## src/logic/qp_pkg.sv

```systemverilog
// Shared constants for the quad serial-loaded PWM link and both ends
// Notes on behaviour
// Controller sends command byte before upper byte
// New settings take effect next cycle only
// Cycle is 4096 ticks, sixteen subsections
// Subsection is 256 ticks; tick two osc periods
// Upper eight bits set base high time
// Low four bits pick subsections for extra tick
// Codes 1,2,4,8 pick fixed subsection sets
// Float request high floats outputs next cycle
// Reset low: finish cycle, float, clear values
// After reset, channel drives only once rewritten
// Strobe, data, shift clock need chip select low
// Shift while strobe low; latch on strobe rise
// Each byte is eight bits clocked serially
// Tick runs at half the oscillator rate
// Upper byte carries value[11:4], command[7:4] value[3:0]
// Command bits 2 and 1 choose channel
// Bit3/bit0 choose low update, full update, disable
// Data sampled on shift clock rising edge
// Strobe rise copies collected data into channel
// Disable clears stored bit 0; no upper byte
// Float request sampled once per cycle start
// Other codes stretch the union of sets
// High for base plus stretch, then low
// Channel code 00 is first, 11 fourth
package qp_pkg;
   localparam int unsigned CORE_PERIOD_NS = 100;
   localparam int unsigned SCLK_PERIOD_NS = 800;
   localparam int unsigned SCLK_HALF_CYC  = SCLK_PERIOD_NS / (2 * CORE_PERIOD_NS);
   localparam int unsigned OSC_PER_TICK   = 2;
   localparam int unsigned CHANNELS       = 4;
   localparam int unsigned SUB_BITS       = 4;
   localparam int unsigned TICK_BITS      = 8;
   localparam int unsigned CYCLE_BITS     = SUB_BITS + TICK_BITS;
   localparam int unsigned VALUE_BITS     = 12;
   localparam int unsigned BYTE_BITS      = 8;
   localparam int unsigned SYNC_W         = 6;
   // Command byte layout
   localparam int unsigned CMD_FULL_BIT   = 0;
   localparam int unsigned CMD_CH_LSB     = 1;
   localparam int unsigned CMD_ENABLE_BIT = 3;
   localparam int unsigned CMD_LOW_LSB    = 4;
   // Controller register map, one word each
   localparam logic [3:0] REG_CTRL   = 4'h0;
   localparam logic [3:0] REG_CMD    = 4'h4;
   localparam logic [3:0] REG_STATUS = 4'h8;
   localparam int unsigned CTRL_FLOAT_BIT = 0;
   localparam int unsigned CTRL_RESET_BIT = 1;
   localparam int unsigned FIELD_CH_LSB   = 12;
   localparam int unsigned FIELD_MODE_LSB = 14;
   localparam logic [1:0] MODE_LOW  = 2'h0;
   localparam logic [1:0] MODE_FULL = 2'h1;
   localparam logic [1:0] MODE_OFF  = 2'h2;
   localparam logic [1:0] RESP_OKAY   = 2'h0;
   localparam logic [1:0] RESP_SLVERR = 2'h2;
endpackage

```

## src/logic/qp_link_if.sv

```systemverilog
// Serial load link and tri-state pulse outputs between controller and device
`timescale 1ns/1ps
`default_nettype none
interface qp_link_if;
   logic       cs_n;
   logic       wr_n;
   logic       sclk;
   logic       serial_in;
   logic       output_float_request;
   logic       chip_reset_n;
   logic [3:0] pulse_outputs;
   logic [3:0] pulse_oe;
   modport ctrl (
      output cs_n, wr_n, sclk, serial_in, output_float_request, chip_reset_n,
      input  pulse_outputs, pulse_oe
   );
   modport dev (
      input  cs_n, wr_n, sclk, serial_in, output_float_request, chip_reset_n,
      output pulse_outputs, pulse_oe
   );
endinterface
`default_nettype wire

```

## src/logic/qp_pwm_ctrl.sv

```systemverilog
// Serial controller for the PWM device, commanded over AXI4-Lite
//
// Local design decisions: the AXI4-Lite slave port and the register offsets.
`timescale 1ns/1ps
`default_nettype none
module qp_pwm_ctrl (
   // Clock and reset
   input  wire logic        core_clk_in,
   input  wire logic        reset_n_in,
   // AXI4-Lite write
   input  wire logic [3:0]  s_axi_awaddr_in,
   input  wire logic        s_axi_awvalid_in,
   output logic             s_axi_awready_out,
   input  wire logic [31:0] s_axi_wdata_in,
   input  wire logic [3:0]  s_axi_wstrb_in,
   input  wire logic        s_axi_wvalid_in,
   output logic             s_axi_wready_out,
   output logic [1:0]       s_axi_bresp_out,
   output logic             s_axi_bvalid_out,
   input  wire logic        s_axi_bready_in,
   // AXI4-Lite read
   input  wire logic [3:0]  s_axi_araddr_in,
   input  wire logic        s_axi_arvalid_in,
   output logic             s_axi_arready_out,
   output logic [31:0]      s_axi_rdata_out,
   output logic [1:0]       s_axi_rresp_out,
   output logic             s_axi_rvalid_out,
   input  wire logic        s_axi_rready_in,
   // Link
   qp_link_if.ctrl          link
);
   typedef enum logic [2:0] {
      QP_IDLE, QP_SELECT, QP_BIT_LO, QP_BIT_HI, QP_END_BYTE, QP_REARM, QP_RELEASE
   } qp_state_e;

   localparam logic [2:0] HALF_LAST = 3'(qp_pkg::SCLK_HALF_CYC - 1);
   localparam logic [2:0] BIT_LAST  = 3'(qp_pkg::BYTE_BITS - 1);

   qp_state_e   state_reg;
   logic [2:0]  half_reg;
   logic        half_en;
   logic [2:0]  bit_reg;
   logic [7:0]  shift_reg;
   logic [7:0]  upper_reg;
   logic        more_reg;
   logic        go_reg;
   logic [15:0] cmd_reg;
   logic [1:0]  ctrl_reg;
   logic        cs_n_reg;
   logic        wr_n_reg;
   logic        sclk_reg;
   logic        sdo_reg;
   logic [3:0]  aw_addr_reg;
   logic [31:0] w_data_reg;
   logic        awready_reg;
   logic        wready_reg;
   logic        bvalid_reg;
   logic [1:0]  bresp_reg;
   logic        arready_reg;
   logic        rvalid_reg;
   logic [1:0]  rresp_reg;
   logic [31:0] rdata_reg;
   logic        do_write;
   logic        cmd_hit;

   assign do_write = !awready_reg && !wready_reg && !bvalid_reg;
   assign cmd_hit  = do_write && aw_addr_reg == qp_pkg::REG_CMD && state_reg == QP_IDLE
                     && !go_reg;

   // Write channel: address and data taken in either order
   always_ff @(posedge core_clk_in) begin
      if (!reset_n_in) begin
         awready_reg <= 1'b1;
         wready_reg  <= 1'b1;
         bvalid_reg  <= 1'b0;
         bresp_reg   <= qp_pkg::RESP_OKAY;
         aw_addr_reg <= '0;
         w_data_reg  <= '0;
      end else begin
         if (s_axi_awvalid_in && awready_reg) begin
            awready_reg <= 1'b0;
            aw_addr_reg <= s_axi_awaddr_in;
         end
         if (s_axi_wvalid_in && wready_reg) begin
            wready_reg <= 1'b0;
            w_data_reg <= s_axi_wdata_in;
         end
         if (do_write) begin
            bvalid_reg <= 1'b1;
            bresp_reg  <= (aw_addr_reg == qp_pkg::REG_CTRL || aw_addr_reg == qp_pkg::REG_CMD)
                          ? qp_pkg::RESP_OKAY : qp_pkg::RESP_SLVERR;
         end
         if (bvalid_reg && s_axi_bready_in) begin
            bvalid_reg  <= 1'b0;
            awready_reg <= 1'b1;
            wready_reg  <= 1'b1;
         end
      end
   end

   // Byte strobes ignored: registers are whole-word only
   always_ff @(posedge core_clk_in) begin
      if (!reset_n_in) begin
         ctrl_reg <= '0;
         cmd_reg  <= '0;
         go_reg   <= 1'b0;
      end else begin
         if (do_write && aw_addr_reg == qp_pkg::REG_CTRL) begin
            ctrl_reg <= w_data_reg[1:0];
         end
         // A command written while busy is dropped
         if (cmd_hit) begin
            cmd_reg <= w_data_reg[15:0];
            go_reg  <= 1'b1;
         end else if (state_reg == QP_IDLE && half_en) begin
            go_reg <= 1'b0;
         end
      end
   end

   // Read channel, answered one cycle after the address
   always_ff @(posedge core_clk_in) begin
      if (!reset_n_in) begin
         arready_reg <= 1'b1;
         rvalid_reg  <= 1'b0;
         rresp_reg   <= qp_pkg::RESP_OKAY;
         rdata_reg   <= '0;
      end else if (s_axi_arvalid_in && arready_reg) begin
         arready_reg <= 1'b0;
         rvalid_reg  <= 1'b1;
         rresp_reg   <= qp_pkg::RESP_OKAY;
         unique case (s_axi_araddr_in)
            qp_pkg::REG_CTRL:   rdata_reg <= {30'h0, ctrl_reg};
            qp_pkg::REG_CMD:    rdata_reg <= {16'h0, cmd_reg};
            qp_pkg::REG_STATUS: rdata_reg <= {31'h0, (state_reg != QP_IDLE) || go_reg};
            default: begin
               rdata_reg <= '0;
               rresp_reg <= qp_pkg::RESP_SLVERR;
            end
         endcase
      end else if (rvalid_reg && s_axi_rready_in) begin
         rvalid_reg  <= 1'b0;
         arready_reg <= 1'b1;
      end
   end

   // Shift clock half-period enable
   always_ff @(posedge core_clk_in) begin
      if (!reset_n_in || half_reg == HALF_LAST) begin
         half_reg <= '0;
      end else begin
         half_reg <= half_reg + 3'h1;
      end
   end
   assign half_en = (half_reg == HALF_LAST);

   // Serial sequencer: one command byte, optionally followed by the upper byte
   always_ff @(posedge core_clk_in) begin
      if (!reset_n_in) begin
         state_reg <= QP_IDLE;
         cs_n_reg  <= 1'b1;
         wr_n_reg  <= 1'b1;
         sclk_reg  <= 1'b0;
         sdo_reg   <= 1'b0;
         bit_reg   <= '0;
         shift_reg <= '0;
         upper_reg <= '0;
         more_reg  <= 1'b0;
      end else if (half_en) begin
         unique case (state_reg)
            QP_IDLE: if (go_reg) begin
               // Command byte always leads, even for upper-only changes
               shift_reg <= {cmd_reg[3:0],
                             cmd_reg[qp_pkg::FIELD_MODE_LSB +: 2] != qp_pkg::MODE_OFF,
                             cmd_reg[qp_pkg::FIELD_CH_LSB +: 2],
                             cmd_reg[qp_pkg::FIELD_MODE_LSB +: 2] == qp_pkg::MODE_FULL};
               upper_reg <= cmd_reg[11:4];
               // Upper byte never follows a disable
               more_reg  <= cmd_reg[qp_pkg::FIELD_MODE_LSB +: 2] == qp_pkg::MODE_FULL;
               cs_n_reg  <= 1'b0;
               state_reg <= QP_SELECT;
            end
            QP_SELECT: begin
               wr_n_reg  <= 1'b0;
               state_reg <= QP_BIT_LO;
            end
            QP_BIT_LO: begin
               sclk_reg  <= 1'b0;
               sdo_reg   <= shift_reg[7];
               state_reg <= QP_BIT_HI;
            end
            QP_BIT_HI: begin
               sclk_reg  <= 1'b1;
               shift_reg <= {shift_reg[6:0], 1'b0};
               bit_reg   <= bit_reg + 3'h1;
               state_reg <= (bit_reg == BIT_LAST) ? QP_END_BYTE : QP_BIT_LO;
            end
            QP_END_BYTE: begin
               sclk_reg  <= 1'b0;
               wr_n_reg  <= 1'b1;
               state_reg <= more_reg ? QP_REARM : QP_RELEASE;
            end
            QP_REARM: begin
               shift_reg <= upper_reg;
               more_reg  <= 1'b0;
               wr_n_reg  <= 1'b0;
               state_reg <= QP_BIT_LO;
            end
            QP_RELEASE: begin
               cs_n_reg  <= 1'b1;
               state_reg <= QP_IDLE;
            end
         endcase
      end
   end

   assign link.cs_n                 = cs_n_reg;
   assign link.wr_n                 = wr_n_reg;
   assign link.sclk                 = sclk_reg;
   assign link.serial_in            = sdo_reg;
   assign link.output_float_request = ctrl_reg[qp_pkg::CTRL_FLOAT_BIT];
   assign link.chip_reset_n         = !ctrl_reg[qp_pkg::CTRL_RESET_BIT];

   assign s_axi_awready_out = awready_reg;
   assign s_axi_wready_out  = wready_reg;
   assign s_axi_bvalid_out  = bvalid_reg;
   assign s_axi_bresp_out   = bresp_reg;
   assign s_axi_arready_out = arready_reg;
   assign s_axi_rvalid_out  = rvalid_reg;
   assign s_axi_rresp_out   = rresp_reg;
   assign s_axi_rdata_out   = rdata_reg;
endmodule
`default_nettype wire

```

## src/flat_wrapper.sv

```systemverilog
// flat-port wrapper written by rule: the top's interface ports become plain ports
module qp_pwm_ctrl_flat 
  (core_clk_in, reset_n_in, s_axi_awaddr_in, s_axi_awvalid_in, s_axi_awready_out, s_axi_wdata_in, s_axi_wstrb_in, s_axi_wvalid_in, s_axi_wready_out, s_axi_bresp_out, s_axi_bvalid_out, s_axi_bready_in, s_axi_araddr_in, s_axi_arvalid_in, s_axi_arready_out, s_axi_rdata_out, s_axi_rresp_out, s_axi_rvalid_out, s_axi_rready_in, link_cs_n, link_wr_n, link_sclk, link_serial_in, link_output_float_request, link_chip_reset_n, link_pulse_outputs, link_pulse_oe);
  qp_link_if link_i ();
  input  wire logic core_clk_in;
  input  wire logic reset_n_in;
  input  wire logic [3:0] s_axi_awaddr_in;
  input  wire logic s_axi_awvalid_in;
  output logic s_axi_awready_out;
  input  wire logic [31:0] s_axi_wdata_in;
  input  wire logic [3:0] s_axi_wstrb_in;
  input  wire logic s_axi_wvalid_in;
  output logic s_axi_wready_out;
  output logic [1:0] s_axi_bresp_out;
  output logic s_axi_bvalid_out;
  input  wire logic s_axi_bready_in;
  input  wire logic [3:0] s_axi_araddr_in;
  input  wire logic s_axi_arvalid_in;
  output logic s_axi_arready_out;
  output logic [31:0] s_axi_rdata_out;
  output logic [1:0] s_axi_rresp_out;
  output logic s_axi_rvalid_out;
  input  wire logic s_axi_rready_in;
  output wire logic [$bits(link_i.cs_n)-1:0] link_cs_n;
  output wire logic [$bits(link_i.wr_n)-1:0] link_wr_n;
  output wire logic [$bits(link_i.sclk)-1:0] link_sclk;
  output wire logic [$bits(link_i.serial_in)-1:0] link_serial_in;
  output wire logic [$bits(link_i.output_float_request)-1:0] link_output_float_request;
  output wire logic [$bits(link_i.chip_reset_n)-1:0] link_chip_reset_n;
  input wire logic [$bits(link_i.pulse_outputs)-1:0] link_pulse_outputs;
  input wire logic [$bits(link_i.pulse_oe)-1:0] link_pulse_oe;
  assign link_cs_n = link_i.cs_n;
  assign link_wr_n = link_i.wr_n;
  assign link_sclk = link_i.sclk;
  assign link_serial_in = link_i.serial_in;
  assign link_output_float_request = link_i.output_float_request;
  assign link_chip_reset_n = link_i.chip_reset_n;
  assign link_i.pulse_outputs = link_pulse_outputs;
  assign link_i.pulse_oe = link_pulse_oe;
  qp_pwm_ctrl u_core (.core_clk_in(core_clk_in), .reset_n_in(reset_n_in), .s_axi_awaddr_in(s_axi_awaddr_in), .s_axi_awvalid_in(s_axi_awvalid_in), .s_axi_awready_out(s_axi_awready_out), .s_axi_wdata_in(s_axi_wdata_in), .s_axi_wstrb_in(s_axi_wstrb_in), .s_axi_wvalid_in(s_axi_wvalid_in), .s_axi_wready_out(s_axi_wready_out), .s_axi_bresp_out(s_axi_bresp_out), .s_axi_bvalid_out(s_axi_bvalid_out), .s_axi_bready_in(s_axi_bready_in), .s_axi_araddr_in(s_axi_araddr_in), .s_axi_arvalid_in(s_axi_arvalid_in), .s_axi_arready_out(s_axi_arready_out), .s_axi_rdata_out(s_axi_rdata_out), .s_axi_rresp_out(s_axi_rresp_out), .s_axi_rvalid_out(s_axi_rvalid_out), .s_axi_rready_in(s_axi_rready_in), .link(link_i));
endmodule
```

## config.mk

```make
export PLATFORM = sky130hd
export DESIGN_NAME = qp_pwm_ctrl_flat
export DESIGN_NICKNAME = d
export VERILOG_FILES = /design/src/logic/qp_pkg.sv /design/src/logic/qp_link_if.sv /design/src/logic/qp_pwm_ctrl.sv /design/src/flat_wrapper.sv
export SDC_FILE = /design/constraint.sdc
export NUM_CORES = 1
export LEC_CHECK = 0
export BUFFER_PORTS_ARGS = -buffer_cell sky130_fd_sc_hd__buf_2
export CAP_MARGIN = 20
export CELL_PAD_IN_SITES_DETAIL_PLACEMENT = 1
export CELL_PAD_IN_SITES_GLOBAL_PLACEMENT = 1
export CORE_MARGIN = 1.5
export CORE_UTILIZATION = 41
export CTS_CLUSTER_DIAMETER = 150
export DETAILED_ROUTE_END_ITERATION = 12
export PLACE_DENSITY_LB_ADDON = 0.3
export SLEW_MARGIN = 20
export SYNTH_ARGS = -nofsm -noshare
export SYNTH_HDL_FRONTEND = slang
export SYNTH_SLANG_ARGS = --single-unit
export TNS_END_PERCENT = 30
```

## constraint.sdc

```tcl
create_clock -name core_clk_in -period 2.7 [get_ports core_clk_in]
set_clock_uncertainty 0.2 [all_clocks]
set_input_delay 0.135 -clock core_clk_in [delete_from_list [all_inputs] [get_ports core_clk_in]]
set_output_delay 0.135 -clock core_clk_in [all_outputs]
set_load 0.01 [all_outputs]
```

==> qor.txt, run 1 <==
outcome - finished clean
Placement Cell Area - 4120 um^2
largest net degree at the start of global routing - 47
most used flip-flop cell after synthesis - dfxtp_1
crit-path leading delay family - buffers and inverters
Avg Cell Area, Syn - 8.38 um^2
drt via density - 5.20
final period utilization - 86.0%
critical path peak fanout - 2
slowest CP cell - dlygate4sd3_1
R2R Setup Slk - 0.59 ns
Worst setup EP type - flop
overall power - 2.42 mW
Core ar. - 8850 um^2
TNS Setup - 0 ns
vias - 3377
Placed Cells incl. Taps - 599
Root Driver - clkbuf_8
die area - 9860 um^2
RR Endpoint - u_core.shift_reg[7]
RSZ-0062 raised after global routing - false
most common cell after layout, fill and taps aside - dfxtp_1
endpoints failing setup - 0
Final #Nets - 600
sequential fraction of the synthesis area - 48.4%
DIE HEIGHT - 99.3 um
Finished Layout Cells - 649
WP buf/inv - 4
Synth cell types - 43
Ant. Diodes - 0
Slew HR - 57.1%
Post-synth EDFFs - 0
FFs w/ async S/R, synth - 0%
# DRC - 0
Syn-to-layout area delta - 21.8%
initial antenna violation count - 0
cells on worst reg2reg path - 5
total gr overflow - 0
worst slew pin tran - 0.644 ns
count of input and output buffers - 59
buffer count from post-CTS setup fixing - 0
Detailed Route WL - 10000 um
Cell Chain, Critical Path - dlygate4sd3_1 > buf_2 > nor3_1 > dlygate4sd3_1 > nand3_1 > dlygate4sd3_1 > a21oi_1
all-layer global routing usage - 21.3%
maximum achievable frequency - 431 MHz
Place WS - 0.608 ns
WP data required - 2.79 ns
share of layout cells above drive strength 1 - 16.1%
Design Area, Final - 4630 um^2
Post-Syn Area - 3800 um^2
number of core rows - 34
cell mode on critical path - dlygate4sd3_1
CTS tree - done
Final GP Congestion - 0.789
DR pass1 iterations - 4
reg-to-reg startpoint - u_core.state_reg[2]
I/O pins - 106
Synth warnings - 0
Setup CP Type - in -> reg
Final Util - 52.3%
CTS buffer count - 9
WL/cell - 15.5 um
PwrDens - 523 nW/um^2
Final WS setup - 0.379 ns
reported max-cap violation count - 0
Worst Path Arrival - 2.41 ns
DP HPWL - 6530 um
Pleak - 1.92 nW
final hold vios - 0
Post-Syn Instances - 454
post-layout minimum cycle time - 2.32 ns
# fillers - 1091
H-tree levels - 3
clk buf depth - 2
hold crit path type - in -> reg
clk_lat worst skew - 0.35 ns
Sink Count - 92
Worst path depth - 7
Hold WS - 0.0491 ns
CP peak stage delay - 0.58 ns
most frequent cells in the layout - dfxtp_1, nand2_1, buf_2, nor2_1, a21oi_1
Hold Path Cell Cnt - 3
number of nets still failing antenna checks after routing - 0
Die X - 99.3 um
Starting Density - 43.0%
drt initial violations - 126
hold path startpoint - reset_n_in
Hold EP - u_core.w_data_reg[4]
Max rail drop VDD - 0.294 mV
synthesis-stage register bit count - 92
final slew viol count - 0
CP Launch Type - input pin
vias in the first global route - 3421
clk slew on worst S/H paths - 0.09 ns
first-pass GRT wire length - 16800 um
==> cell usage after synthesis, types with 13 or more instances <==
cell	count	area share [%]
a21oi_1	36	4.7
a22oi_1	16	3.2
buf_4	18	3.6
clkbuf_1	21	2.1
dfxtp_1	92	48
mux2i_1	13	3.4
nand2_1	74	7.3
nand3_1	24	3.2
nor2_1	40	3.9
o21ai_0	17	2.2
o21ai_1	22	2.9
==> metal layers <==
layer / wire length, um / vias up / track usage (%)
li1: - / 1684 / -
met1: 4610 / 1622 / 27.4
met2: 5020 / 57 / 36.6
met3: 255 / 14 / 3.02
met4: 159 / 0 / 7.26
met5: 0 / - / 0
==> power by group <==
| group | internal (mW) | switching [mW] |
|---|---|---|
| clock network | 0.329 | 0.471 |
| registers | 1.39 | 0.0228 |
| logic | 0.0910 | 0.120 |
| total | 1.81 | 0.614 |
==> what timing repair did <==
item / in CTS / in global routing
endpoints found under the hold margin: 28 / 0
hold buffers: 35 / 0
resized for setup: 0 / 0
==> final cells by class <==
class / instances / area [um^2] / area share (%)
Clock inverter: 4 / 27.5 / 0.594
Sequential cell: 92 / 1840 / 39.8
Inverter: 10 / 37.5 / 0.810
Tap cell: 108 / 135 / 2.92
Multi-Input combinational cell: 320 / 1730 / 37.3
Timing Repair Buffer: 104 / 733 / 15.8
Clock buffer: 11 / 131 / 2.84
==> tightest hold or removal path, cell delays in order <==
cell and delay, ns:
buf_2 0.11, clkinv_1 0.25, a21oi_1 0.07
==> kinds of logic after synthesis <==
logic type,after synthesis,share of synthesized area (%)
buffers and inverters,59,7.89
adder cells (fa/ha/maj),4,1.32
AND/OR/NAND/NOR,170,20.2
XOR/XNOR,2,0.658
other,1,0.0986
multiplexers,13,3.42
flip-flops,92,48.4
AO/OA/AOI/OAI,113,18.0
==> worst max-delay path by stage <==
stage,start,end
2_1_floorplan,u_core.half_reg[0],u_core.upper_reg[7]
3_3_place_gp,u_core.state_reg[2],u_core.shift_reg[7]
3_5_place_dp,u_core.state_reg[2],u_core.shift_reg[7]
4_1_cts,s_axi_araddr_in[1],u_core.s_axi_rdata_out[1]
5_1_grt,s_axi_araddr_in[1],u_core.s_axi_rdata_out[1]
6_report,s_axi_araddr_in[1],u_core.s_axi_rdata_out[1]
Note: power is estimated with default switching activity, not from simulation.
==> inputs of run 2 (changes only) <==
- SETUP_SLACK_MARGIN: unset -> 0.4
==> qor.txt, run 2 (synthesized netlist as in run 1, its figures left out) <==
outcome - finished clean
Detailed Route WL - 10100 um (+0.20%)
Worst Path Arrival - 2.22 ns (-0.19 ns)
RSZ-0062 raised after global routing - false
Pleak - 1.94 nW (+0.76%)
DR pass1 iterations - 4 (unchanged)
Final #Nets - 600 (unchanged)
Starting Density - 43.0% (unchanged)
initial antenna violation count - 0 (unchanged)
WL/cell - 15.5 um (+0.20%)
Final GP Congestion - 0.789 (unchanged)
Final WS setup - 0.579 ns (+0.201 ns)
CP Launch Type - input pin
count of input and output buffers - 59 (unchanged)
PwrDens - 522 nW/um^2 (about the same)
hold crit path type - in -> reg
Core ar. - 8850 um^2 (unchanged)
final slew viol count - 0 (unchanged)
final hold vios - 0 (unchanged)
vias in the first global route - 3421 (unchanged)
all-layer global routing usage - 21.3% (unchanged)
Hold WS - 0.0473 ns (-0.00174 ns)
largest net degree at the start of global routing - 47 (unchanged)
drt via density - 5.19 (-0.21%)
drt initial violations - 140 (+11%)
# fillers - 1090 (-0.092%)
critical path peak fanout - 18 (+16)
Root Driver - clkbuf_8
# DRC - 0 (unchanged)
WP data required - 2.79 ns (about the same)
total gr overflow - 0 (unchanged)
H-tree levels - 3 (unchanged)
clk_lat worst skew - 0.35 ns (about the same)
Sink Count - 92 (unchanged)
CTS buffer count - 9 (unchanged)
endpoints failing setup - 0 (unchanged)
DP HPWL - 6530 um (unchanged)
first-pass GRT wire length - 16800 um (unchanged)
I/O pins - 106 (unchanged)
worst slew pin tran - 0.643 ns (-0.00102 ns)
maximum achievable frequency - 472 MHz (+9.5%)
TNS Setup - 0 ns (unchanged)
Slew HR - 57.2% (+0.068 points)
Ant. Diodes - 0 (unchanged)
DIE HEIGHT - 99.3 um (unchanged)
number of nets still failing antenna checks after routing - 0 (unchanged)
Max rail drop VDD - 0.295 mV (+0.49%)
die area - 9860 um^2 (unchanged)
reported max-cap violation count - 0 (unchanged)
clk buf depth - 2 (unchanged)
final period utilization - 78.5% (-7.4 points)
most frequent cells in the layout - dfxtp_1, nand2_1, buf_2, nor2_1, a21oi_1
Worst setup EP type - flop
Place WS - 0.608 ns (unchanged)
Die X - 99.3 um (unchanged)
post-layout minimum cycle time - 2.12 ns (-0.201 ns)
CTS tree - done
number of core rows - 34 (unchanged)
most common cell after layout, fill and taps aside - dfxtp_1
Syn-to-layout area delta - 22.0%
Setup CP Type - in -> reg
clk slew on worst S/H paths - 0.09 ns (about the same)
vias - 3370 (-0.21%)
share of layout cells above drive strength 1 - 16.3% (+0.18 points)
run 2: area by class of cell:
type / count / area, um^2 / area share, %
clock buffers: 11 / 131 / 2.83
repair buffers: 104 / 736 / 15.9
multi-input cells: 320 / 1730 / 37.3
flip-flops and latches: 92 / 1840 / 39.7
inverters: 10 / 37.5 / 0.809
clock inverters: 4 / 27.5 / 0.593
well taps: 108 / 135 / 2.91
run 2: path summary, 6_finish.rpt:
kind | start | depth (start not counted) | end | slack (ns)
worst max-delay path | s_axi_arvalid_in | 8 | u_core.s_axi_rdata_out[0] | 0.58
worst min-delay path | reset_n_in | 3 | u_core.w_data_reg[4] | 0.05
worst max register to register | u_core.state_reg[2] | 5 | u_core.shift_reg[7] | 0.58
worst min register to register | u_core.half_reg[0] | 1 | u_core.half_reg[0] | 0.23
run 2: critical path, stage by stage:
cell and delay (ns):
dlygate4sd3_1 0.52, buf_2 0.11, nand2_1 0.05, buf_4 0.21
a2111oi_0 0.38, dlygate4sd3_1 0.64, a22oi_1 0.08, nor2_1 0.09
run 2: report_power, final:
| part | switching (mW) | internal (mW) |
|---|---|---|
| sequential | 0.0229 | 1.39 |
| clock | 0.472 | 0.329 |
| combinational | 0.121 | 0.0913 |
run 2: routing by layer:
| layer | share of wire [%] | wire length (um) | vias to the layer above | GRT usage, % |
|---|---|---|---|---|
| met2 | 50 | 4990 | 58 | 36.6 |
| met5 | 0 | 0 | - | 0 |
| met3 | 2.5 | 256 | 15 | 3.02 |
| li1 | - | - | 1684 | - |
| met4 | 1.6 | 160 | 0 | 7.26 |
| met1 | 46 | 4650 | 1613 | 27.4 |
run 2: timing repair:
item / in CTS / in global routing
hold endpoints to repair: 28 / 0
hold buffers: 35 / 0
setup buffers: 0 / 0
setup endpoints to repair: 0 / 1
resized for setup: 0 / 2
run 2: through the flow:
stage | area [um^2] | util [%] | power (mW) | instances
6_report | 4640 | 52.4 | 2.42 | 649
5_1_grt | 4640 | 52.4 | 2.53 | 649
4_1_cts | 4630 | 52.3 | 2.44 | 649
3_5_place_dp | 4120 | 46.6 | 1.61 | 599
3_3_place_gp | 4120 | 46.6 | 1.60 | 599
2_1_floorplan | 3870 | - | 1.56 | 471
==> inputs of run 3 (changes only) <==
- ABC_AREA: unset -> 1
- CORE_UTILIZATION: 41 -> 37
- clock period: 2.7 -> 2.2 ns (I/O delays scaled with it)
==> qor.txt, run 3 <==
clk buf depth - 2 (unchanged)
Design Area, Final - 4700 um^2 (+1.3%)
WP buf/inv - 0 (-4)
CP peak stage delay - 0.40 ns (-0.24 ns)
endpoints failing setup - 0 (unchanged)
final slew viol count - 0 (unchanged)
sequential fraction of the synthesis area - 47.6% (-0.80 points)
R2R Setup Slk - 0.51 ns (-0.07 ns)
all-layer global routing usage - 18.6% (-2.7 points)
critical path peak fanout - 17 (-1)
post-layout minimum cycle time - 1.69 ns
die area - 11100 um^2 (+12%)
Post-Syn Instances - 526 (+16%)
most frequent cells in the layout - nand2_1, nor2_1, dfxtp_1, buf_2, o21ai_0
largest cells by area after synthesis - dfxtp_1, nand2_1, nor2_1, o21ai_0, a21oi_1
Sink Count - 92 (unchanged)
Core ar. - 10200 um^2 (+16%)
Worst setup EP type - flop
Post-Syn Area - 3870 um^2 (+1.7%)
I/O pins - 106 (unchanged)
Slew HR - 62.8% (+5.7 points)
Worst Path Arrival - 1.76 ns (-0.46 ns)
Max rail drop VDD - 0.274 mV (-7.0%)
Synth cell types - 33 (-23%)
Detailed Route WL - 9730 um (-3.3%)
Post-synth EDFFs - 0 (unchanged)
FFs w/ async S/R, synth - 0% (unchanged)
Root Driver - clkbuf_8
Hold EP - u_core.s_axi_rdata_out[1]
Ant. Diodes - 0 (unchanged)
Final #Nets - 672 (+12%)
number of nets still failing antenna checks after routing - 0 (unchanged)
reported max-cap violation count - 0 (unchanged)
hold crit path type - in -> reg
# fillers - 1321 (+21%)
Final GP Congestion - 0.806 (+2.1%)
initial antenna violation count - 0 (unchanged)
number of core rows - 37 (+8.8%)
CP Launch Type - flop
synthesis-stage register bit count - 92 (unchanged)
RR Endpoint - u_core.cmd_reg[1]
DR pass1 iterations - 4 (unchanged)
Synth top cells by count - nand2_1, nor2_1, dfxtp_1, o21ai_0, inv_1
total gr overflow - 0 (unchanged)
largest net degree at the start of global routing - 56 (+19%)
vias - 3493 (+3.6%)
share of layout cells above drive strength 1 - 16.1% (-0.14 points)
drt initial violations - 59 (-58%)
WP data required - 2.27 ns (-0.52 ns)
Starting Density - 37.8% (-5.2 points)
RSZ-0062 raised after global routing - true
Pleak - 2.06 nW (+6.1%)
most used flip-flop cell after synthesis - dfxtp_1
crit-path leading delay family - simple AND/OR/NAND/NOR gates
CTS buffer count - 9 (unchanged)
Syn-to-layout area delta - 21.5%
Hold Path Cell Cnt - 6 (+3)
hold path startpoint - s_axi_araddr_in[2]
Placement Cell Area - 4170 um^2 (+1.2%)
drt via density - 4.66 (-10%)
area leader, netlist - dfxtp_1
clk slew on worst S/H paths - 0.09 ns (about the same)
vias in the first global route - 3528 (+3.1%)
Die X - 105 um (+6.0%)
DIE HEIGHT - 105 um (+6.0%)
# DRC - 0 (unchanged)
CTS tree - done
final period utilization - 76.9%
count of input and output buffers - 59 (unchanged)
most frequent cell after synthesis - nand2_1
slowest CP cell - dfxtp_1
TNS Setup - 0 ns (unchanged)
overall power - 3.23 mW (+33%)
Avg Cell Area, Syn - 7.35 um^2 (-12%)
DP HPWL - 6690 um (+2.5%)
most common cell after layout, fill and taps aside - nand2_1
H-tree levels - 3 (unchanged)
Synth top area share - 47.6% (-0.80 points)
reg-to-reg startpoint - u_core.state_reg[0]
clk_lat worst skew - 0.37 ns (+0.02 ns)
Setup CP Type - reg -> reg
outcome - finished clean
cell mode on critical path - nor2_1
worst slew pin tran - 0.557 ns (-0.0859 ns)
final hold vios - 0 (unchanged)
WL/cell - 13.0 um (-16%)
first-pass GRT wire length - 16300 um (-3.0%)
PwrDens - 686 nW/um^2 (+31%)
Synth warnings - 0 (unchanged)
cells on worst reg2reg path - 6 (+1)
buffer count from post-CTS setup fixing - 0 (unchanged)
maximum achievable frequency - 591 MHz
Cell Chain, Critical Path - nor2_4 > nand3_2 > nor2_1 > nand2_2 > o21ai_0 > nor2_1
run 3: cell type report:
| cell class | instances | area (um^2) | share of cell area, % |
|---|---|---|---|
| Sequential cell | 92 | 1840 | 39.2 |
| Timing Repair Buffer | 93 | 628 | 13.4 |
| Inverter | 45 | 170 | 3.62 |
| Multi-Input combinational cell | 368 | 1680 | 35.8 |
| Clock buffer | 9 | 124 | 2.64 |
| Clock inverter | 7 | 82.6 | 1.76 |
| Tap cell | 136 | 170 | 3.62 |
run 3: stage by stage:
stage | utilization (%) | hold WS, ns | setup WS, ns | instances
final | 45.9 | 0.0302 | 0.508 | 750
after global routing | 45.9 | 0.0658 | 0.366 | 750
after CTS | 45.8 | 0.00664 | 0.458 | 750
after floorplan | - | 0.0104 | 0.604 | 543
after global placement | 40.8 | 0.112 | 0.443 | 703
after detailed placement | 40.8 | 0.120 | 0.392 | 703
run 3: cell families after synthesis:
| family | share of synthesized area, % |
|---|---|
| AOI/OAI and AO/OA | 12.3 |
| xor gates and xnor gates | 0.227 |
| adders and majority gates | 1.29 |
| buffers and inverters | 10.8 |
| DFF | 47.6 |
| other | 0.0970 |
| and+or+nand+nor | 27.7 |
run 3: worst max-delay path by stage:
| stage | start | end | slack, ns | cells past startpoint |
|---|---|---|---|---|
| global route | s_axi_wvalid_in | u_core.w_data_reg[15] | 0.37 | 6 |
| finish | u_core.state_reg[0] | u_core.cmd_reg[1] | 0.51 | 6 |
| floorplan | u_core.half_reg[0] | u_core.shift_reg[0] | 0.60 | 10 |
| CTS | u_core.state_reg[1] | u_core.bit_reg[0] | 0.46 | 5 |
| detailed placement | u_core.half_reg[0] | u_core.shift_reg[7] | 0.39 | 7 |
| global placement | u_core.half_reg[0] | u_core.shift_reg[6] | 0.44 | 8 |
run 3: worst reg2reg max path: cells and delay by family, from the launching register on:
family	cells	cell delay [ns]
AND/OR/NAND/NOR	5	0.75
flip-flops	1	0.40
AO/OA/AOI/OAI	1	0.24
run 3: routing by layer:
| layer | track usage [%] | routed length (um) | share of wire (%) | vias to the layer above |
|---|---|---|---|---|
| li1 | - | - | - | 1791 |
| met1 | 22.1 | 4460 | 46 | 1627 |
| met2 | 32.5 | 4730 | 49 | 57 |
| met3 | 3.28 | 283 | 2.9 | 18 |
| met4 | 8.51 | 259 | 2.7 | 0 |
| met5 | 0 | 0 | 0 | - |
run 3: timing repair:
action                     4_1_cts  5_1_grt
hold buffers                    31        0
setup endpoints to repair        8       23
hold endpoints to repair        28        0
resized for setup                1        3
run 3: report_power, final:
part           internal [mW]  switching, mW
Sequential              1.72         0.0299
Clock                  0.545          0.652
Combinational          0.118          0.166
Total                   2.38          0.848
